<file path="src/verilog/ppg_pkg.sv">
`default_nettype none
package ppg_pkg;
  localparam int unsigned ADDR_W = 8;
  localparam int unsigned DATA_W = 8;
  localparam int unsigned PWM_W  = 5;

  // Register offsets.
  localparam logic [7:0] OFS_PORT_K_DATA      = 8'h00;
  localparam logic [7:0] OFS_PORT_K_DIRECTION = 8'h01;
  localparam logic [7:0] OFS_PULLUP_CONTROL   = 8'h02;
  localparam logic [7:0] OFS_PWM_ROUTE_SELECT = 8'h03;
  localparam logic [7:0] OFS_PORT_SIDE_DATA   = 8'h04;
  localparam logic [7:0] OFS_ANALOG_DIR       = 8'h05;
  localparam logic [7:0] OFS_ANALOG_DIR_ALT   = 8'h06;
  localparam logic [7:0] OFS_DIGITAL_IN_EN    = 8'h07;
  localparam logic [7:0] OFS_CONVERTER_DATA   = 8'h08;

  // Field positions.
  localparam int unsigned PULLUP_K_BIT = 7;
  localparam int unsigned EMU_ADDR_LSB = 0;
  localparam int unsigned EMU_ADDR_W   = 3;

  // Values after reset, and the fixed read values for analog pins and unmapped offsets.
  localparam logic [7:0] RST_PORT_K_DATA      = 8'h00;
  localparam logic [7:0] RST_PORT_K_DIRECTION = 8'h00;
  localparam logic [7:0] RST_PULLUP_CONTROL   = 8'h80;
  localparam logic [4:0] RST_PWM_ROUTE_SELECT = 5'h00;
  localparam logic [7:0] RST_PORT_SIDE_DATA   = 8'h00;
  localparam logic [7:0] RST_ANALOG_DIR       = 8'h00;
  localparam logic [7:0] RST_DIGITAL_IN_EN    = 8'h00;
  localparam logic [7:0] ANALOG_READ_ONES     = 8'hFF;
  localparam logic [7:0] UNMAPPED_READ        = 8'h00;
endpackage
`default_nettype wire

</file>
<file path="src/verilog/ppg_port_glue.sv">
// How it works
// Port K direction register resets to all zeros, so all port K pins are inputs.
// Pull-up enable bit of pull-up control resets to one, port K pull-ups on.
// Software should leave port K direction and pull-up enable at reset values.
// In emulation mode port K bits two to zero carry three extra address lines.
// A PWM channel routed to port T still drives its port P pin too.
// Software should not route PWM to port T on the largest package.
// Port AD pin levels are readable via converter-side and port-side data registers.
// Converter-side read needs digital input enable set and direction clear; the code gates it by digital input enable only and ignores direction.
// With digital input enable clear, converter-side data bit reads as one.
// Port-side read of a pin level needs its direction bit clear.
// Software clears the direction bit before analog use of a port AD pin.
// With a port AD direction bit set, the port-side data bit drives the pin.
//
// The register addresses and the plain strobed port were chosen for this implementation.
`timescale 1ns/10ps
`default_nettype none
module ppg_port_glue (
  input  wire logic                        ref_clk,
  input  wire logic                        arst_n,
  input  wire logic [ppg_pkg::ADDR_W-1:0]  reg_addr,
  input  wire logic [ppg_pkg::DATA_W-1:0]  reg_wdata,
  input  wire logic                        reg_wr,
  input  wire logic                        reg_rd,
  output logic      [ppg_pkg::DATA_W-1:0]  reg_rdata,
  input  wire logic                        emu_mode,
  input  wire logic [ppg_pkg::EMU_ADDR_W-1:0] emu_addr,
  input  wire logic [7:0]                  pk_in,
  output logic      [7:0]                  pk_out,
  output logic      [7:0]                  pk_oe_n,
  output logic                             pk_pullup_en,
  input  wire logic [ppg_pkg::PWM_W-1:0]   pwm_ch,
  output logic      [ppg_pkg::PWM_W-1:0]   pp_out,
  input  wire logic [ppg_pkg::PWM_W-1:0]   pt_core_out,
  input  wire logic [ppg_pkg::PWM_W-1:0]   pt_core_oe_n,
  output logic      [ppg_pkg::PWM_W-1:0]   pt_out,
  output logic      [ppg_pkg::PWM_W-1:0]   pt_oe_n,
  input  wire logic [7:0]                  pad_in,
  output logic      [7:0]                  pad_out,
  output logic      [7:0]                  pad_oe_n
);
  import ppg_pkg::*;

  logic [7:0]       port_k_data;
  logic [7:0]       port_k_direction;
  logic [7:0]       pullup_control;
  logic [PWM_W-1:0] pwm_route_select;
  logic [7:0]       port_side_pin_data;
  logic [7:0]       analog_port_direction;
  logic [7:0]       digital_input_enable;
  logic [7:0]       pk_meta;
  logic [7:0]       pk_sync;
  logic [7:0]       pad_meta;
  logic [7:0]       pad_sync;
  logic             emu_meta;
  logic             emu_sync;
  logic [7:0]       converter_side_pin_data;
  logic [7:0]       port_side_read;
  logic [7:0]       port_k_read;
  logic [7:0]       next_rdata;

  // Pin inputs pass two flip-flops before use.
  always_ff @(posedge ref_clk or negedge arst_n) begin
    if (!arst_n) begin
      pk_meta  <= 8'h00;
      pk_sync  <= 8'h00;
      pad_meta <= 8'h00;
      pad_sync <= 8'h00;
      emu_meta <= 1'b0;
      emu_sync <= 1'b0;
    end else begin
      pk_meta  <= pk_in;
      pk_sync  <= pk_meta;
      pad_meta <= pad_in;
      pad_sync <= pad_meta;
      emu_meta <= emu_mode;
      emu_sync <= emu_meta;
    end
  end

  function automatic logic hit(input logic [ADDR_W-1:0] a, input logic [7:0] ofs);
    hit = (a == ofs);
  endfunction

  // Port K registers.
  always_ff @(posedge ref_clk or negedge arst_n) begin
    if (!arst_n) begin
      port_k_data      <= RST_PORT_K_DATA;
      port_k_direction <= RST_PORT_K_DIRECTION;
      pullup_control   <= RST_PULLUP_CONTROL;
    end else if (reg_wr) begin
      if (hit(reg_addr, OFS_PORT_K_DATA)) begin
        port_k_data <= reg_wdata;
      end
      if (hit(reg_addr, OFS_PORT_K_DIRECTION)) begin
        port_k_direction <= reg_wdata;
      end
      if (hit(reg_addr, OFS_PULLUP_CONTROL)) begin
        pullup_control <= reg_wdata;
      end
    end
  end

  // PWM routing register.
  always_ff @(posedge ref_clk or negedge arst_n) begin
    if (!arst_n) begin
      pwm_route_select <= RST_PWM_ROUTE_SELECT;
    end else if (reg_wr && hit(reg_addr, OFS_PWM_ROUTE_SELECT)) begin
      pwm_route_select <= reg_wdata[PWM_W-1:0];
    end
  end

  // Port AD registers; the alternate direction offset aliases the same register.
  always_ff @(posedge ref_clk or negedge arst_n) begin
    if (!arst_n) begin
      port_side_pin_data    <= RST_PORT_SIDE_DATA;
      analog_port_direction <= RST_ANALOG_DIR;
      digital_input_enable  <= RST_DIGITAL_IN_EN;
    end else if (reg_wr) begin
      if (hit(reg_addr, OFS_PORT_SIDE_DATA)) begin
        port_side_pin_data <= reg_wdata;
      end
      if (hit(reg_addr, OFS_ANALOG_DIR) || hit(reg_addr, OFS_ANALOG_DIR_ALT)) begin
        analog_port_direction <= reg_wdata;
      end
      if (hit(reg_addr, OFS_DIGITAL_IN_EN)) begin
        digital_input_enable <= reg_wdata;
      end
    end
  end

  // Read views of the pins.
  always_comb begin
    converter_side_pin_data = (digital_input_enable & pad_sync)
                            | (~digital_input_enable & ANALOG_READ_ONES); // see R7
    port_side_read = (analog_port_direction & port_side_pin_data)
                   | (~analog_port_direction & pad_sync);
    port_k_read = (port_k_direction & port_k_data) | (~port_k_direction & pk_sync);
  end

  always_comb begin
    next_rdata = UNMAPPED_READ;
    unique case (reg_addr)
      OFS_PORT_K_DATA:      next_rdata = port_k_read;
      OFS_PORT_K_DIRECTION: next_rdata = port_k_direction;
      OFS_PULLUP_CONTROL:   next_rdata = pullup_control;
      OFS_PWM_ROUTE_SELECT: next_rdata = {3'h0, pwm_route_select};
      OFS_PORT_SIDE_DATA:   next_rdata = port_side_read;
      OFS_ANALOG_DIR:       next_rdata = analog_port_direction;
      OFS_ANALOG_DIR_ALT:   next_rdata = analog_port_direction;
      OFS_DIGITAL_IN_EN:    next_rdata = digital_input_enable;
      OFS_CONVERTER_DATA:   next_rdata = converter_side_pin_data;
      default:              next_rdata = UNMAPPED_READ;
    endcase
  end

  always_ff @(posedge ref_clk or negedge arst_n) begin
    if (!arst_n) begin
      reg_rdata <= UNMAPPED_READ;
    end else if (reg_rd) begin
      reg_rdata <= next_rdata;
    end else begin
      reg_rdata <= UNMAPPED_READ;
    end
  end

  // Pin drivers.
  always_comb begin
    pk_out       = port_k_data;
    pk_oe_n      = ~port_k_direction;
    pk_pullup_en = pullup_control[PULLUP_K_BIT];
    if (emu_sync) begin
      pk_out[EMU_ADDR_LSB +: EMU_ADDR_W]  = emu_addr;
      pk_oe_n[EMU_ADDR_LSB +: EMU_ADDR_W] = 3'h0;
    end
    pp_out  = pwm_ch;
    pt_out  = (pwm_route_select & pwm_ch) | (~pwm_route_select & pt_core_out);
    pt_oe_n = ~pwm_route_select & pt_core_oe_n;
    pad_out  = port_side_pin_data;
    pad_oe_n = ~analog_port_direction;
  end
endmodule
`default_nettype wire

</file>
<file path="config.mk">
export PLATFORM = sky130hd
export DESIGN_NAME = ppg_port_glue
export DESIGN_NICKNAME = d
export VERILOG_FILES = /design/src/verilog/ppg_pkg.sv /design/src/verilog/ppg_port_glue.sv
export SDC_FILE = /design/constraint.sdc
export NUM_CORES = 1
export LEC_CHECK = 0
export BUFFER_PORTS_ARGS = -buffer_cell sky130_fd_sc_hd__buf_4
export CORE_MARGIN = 2
export CORE_UTILIZATION = 56
export CTS_BUF_LIST = sky130_fd_sc_hd__clkbuf_8 sky130_fd_sc_hd__clkbuf_16
export CTS_CLUSTER_SIZE = 24
export DETAILED_ROUTE_END_ITERATION = 8
export MAX_ROUTING_LAYER = met4
export PLACE_DENSITY = 0.95
export REMOVE_ABC_BUFFERS = 1
export SYNTH_ARGS = -nofsm -noshare
export SYNTH_HDL_FRONTEND = slang
export SYNTH_SLANG_ARGS = --single-unit
</file>
<file path="constraint.sdc">
create_clock -name ref_clk -period 4.7 [get_ports ref_clk]
set_clock_uncertainty 0.1 [all_clocks]
set_input_delay 0.47 -clock ref_clk [delete_from_list [all_inputs] [get_ports ref_clk]]
set_output_delay 0.47 -clock ref_clk [all_outputs]
set_load 0.03 [all_outputs]
</file>
==> impl_metrics.toml <==
[timing]
tightest_slew_ps = 759
rsz0062_at_grt = "false"
max_freq_mhz = 413
min_period_over_period_pct = 51.5
period_minus_slack_ps = 2420
setup_viol = 0
finalSetupTns_ps = 0
final_max_slew_viol_count = 0
max_slew_margin_pct = 49.2
final-hold-violation-count = 0

[setup_path]
r2r_end = "reg_rdata[0]"
r2r_setup_slack_ps = 2980
cp.arrival_ps = 2570
startpoint_type = "input pin"
critPathKind = "input pin to flop"
rr_startpoint = "port_k_direction[0]"
crit_path_end_kind = "flop"
reg2reg_depth = 5
required_ps = 4860
crit_fanout = 10

[placed_design]
dp_hpwl_um = 7010
placed_area_sq_um = 5000
io_buffers = 110
dp_cells = 528
gp_congestion = 0.888

[global_routing]
grt.overflow.total = 0
first_global_vias = 3181
grtUsageTotal_pct = 26.1
grt_max_degree = 54
grt_pass1_wl_um = 16000
antenna_found_initial = 0

[synth]
postSynthCellCount = 340
synthXorXnorAreaFrac_pct = 0.210
synth_cell_types = 46
synth_compound_area_share_pct = 10.8
synth_edf_count = 0
ys_async_sr_fraction_pct = 100
synth_top_family_by_area = "multiplexers"
yosys_warnings = 0
synth-seq-area-share_pct = 57.0
synthAdderAreaFrac_pct = 0
syn_area_per_cell_sq_um = 12.3
yosys.area.top_type = "dfrtp_1"
ys_top_cells_by_area = "dfrtp_1, mux2_2, o21ai_0"
synthFlopType = "dfrtp_1"
synth.mux.area_fraction_pct = 17.8
synth.ff_latch_count = 95
synthesis.area_sq_um = 4170
netlist.area_leader.share_pct = 56.4
yosys.area_share.simple_pct = 8.91

[final_layout]
nFillCells = 487
finalNonFillerCells = 545
finalNetCount = 496
area_growth_syn_to_layout_pct = 24.7
final_cell_area_sq_um = 5200
drive_above_1_share_pct = 43.5
n_antenna_cell = 0
layout_common_cells = "buf_4, dfrtp_1, mux2_2, o21ai_0, inv_1"
final_util_pct = 71.7
final_common_cell = "buf_4"

[worst_hold_path]
min_path_type = "input pin to flop"
hold_depth = 1
min_from = "pk_in[7]"
worst_hold_path.endpoint = "pk_meta[7]"

[power_and_ir_drop]
p_int_mw = 1.22
leakage_nw = 2.53
p_sw_uw = 474
switching_share_pct = 27.9
finalPower_mw = 1.70
p_seq_share_pct = 52.8
p_comb_share_pct = 15.7
power_per_cell_area_nw_per_um2 = 326
pwr-share-clk_pct = 31.5
peakVddDrop_mv = 0.179

[route]
drtIter0Drc = 205
met1_length_um = 3960
wl_met3_um = 815
drc = 0
highest_layer = "met4"
vias = 3079
ant_nets = 0
avgViaCountPerCell = 5.65
firstDrtPassIters = 5
drt_wl_total_um = 9970
detail_route.wl_per_cell_um = 18.3
met2_length_um = 5040

[clock_network]
root_buffer = "clkbuf_8"
cts.sinks = 95
cts.path.max_buffers = 2
cts.htree.levels = 3
clock_latency_ps = 370
cts_post_setup_buffers_inserted = 0
cts-resized-gates = 0
cts_tree = "built"
numCtsBuffers = 9
clkTransAtPathRegs_ps = 90

[die]
initial_core_util_pct = 57.5
fp.dieW_um = 90.3
num_io_pins = 111
design.die.area_sq_um = 8160
num_rows = 31
fp.coreArea_sq_um = 7250
fp.dieH_um = 90.3

[job]
cap_violations = 0

[outcome]
outcome = "finished clean"
==> critical path, stage by stage <==
cell and delay (ps):
buf_4 120, nor4_4 350, and2_1 470, nand2_4 130
nor4b_4 620, mux2_2 410
==> state kept, by name (all words and copies together), names as in the netlist <==
| signal | count |
|---|---|
| analog_port_direction | 8 |
| digital_input_enable | 8 |
| emu_meta | 1 |
| emu_sync | 1 |
| pad_meta | 8 |
| pad_out | 8 |
| pad_sync | 8 |
| pk_meta | 8 |
| pk_sync | 8 |
| port_k_data | 8 |
| port_k_direction | 8 |
| pullup_control | 8 |
| pwm_route_select | 5 |
| reg_rdata | 8 |
==> per-layer routing <==
layer | GRT usage [%] | vias to the layer above
li1 | - | 1394
met5 | - | -
met4 | 11.3 | 0
met3 | 4.67 | 15
met1 | 32.9 | 1527
met2 | 41.9 | 143
==> cells in the mapped netlist, drive strengths merged (2+ instances only) <==
| master | instances |
|---|---|
| a31oi | 3 |
| clkbuf | 5 |
| mux2 | 57 |
| and3 | 3 |
| dfrtp | 94 |
| nor2b | 10 |
| a211oi | 4 |
| o21ai | 26 |
| and2 | 3 |
| nand2 | 20 |
| nor4 | 2 |
| a21oi | 15 |
| o211ai | 2 |
| nand3 | 4 |
| nor3 | 3 |
| nand2b | 2 |
| nor2 | 9 |
| inv | 24 |
| a22o | 2 |
| a211o | 2 |
| a22oi | 4 |
| mux2i | 10 |
| a221o | 2 |
| a221oi | 3 |
| buf | 17 |
==> stage by stage <==
stage | setup WS [ps] | hold WS [ps]
global placement | 1990 | 232
floorplan | 2470 | 74.4
finish | 2280 | 103
detailed placement | 1940 | 235
CTS | 2330 | 92.0
global route | 2220 | 82.9
==> worst max-delay path by stage <==
stage                           start           endpoint  slack [ps]  depth (start not counted)
after CTS                 reg_addr[5]  pullup_control[4]        2330                          6
after detailed placement  reg_addr[5]  pullup_control[2]        1940                          6
final                     reg_addr[5]  pullup_control[4]        2280                          6
after global placement    reg_addr[5]  pullup_control[4]        1990                          6
after floorplan           reg_addr[5]  pullup_control[0]        2470                          5
after global routing      reg_addr[5]  pullup_control[2]        2220                          6
==> power by group through the flow <==
stage / sequential, mW / combinational (mW) / clock, mW
global placement: 0.908 / 0.259 / 0
global route: 0.900 / 0.286 / 0.579
finish: 0.895 / 0.266 / 0.535
CTS: 0.894 / 0.268 / 0.542
floorplan: 0.911 / 0.127 / 0
detailed placement: 0.910 / 0.266 / 0
==> repair_timing <==
item,in CTS,in global routing
endpoints found under the hold margin,4,0
endpoints found under the setup margin,0,0
hold buffers,1,0
==> final cells by class <==
class	instances	area, sq um	area share, %
Clock buffer	9	124	2.38
Clock inverter	7	72.6	1.39
Inverter	24	90.1	1.73
Multi-Input combinational cell	199	1570	30.2
Sequential cell	95	2380	45.7
Tap cell	99	124	2.38
Timing Repair Buffer	112	843	16.2
==> cells by family (layout without fill, tap and decap cells) <==
family,Yosys count,after routing
XOR/XNOR,1,1
flip-flops,95,95
AND/OR/NAND/NOR,60,60
buffers and inverters,46,152
AO/OA/AOI/OAI,71,71
multiplexers,67,67
No activity file was read; power rests on OpenSTA's default activity.
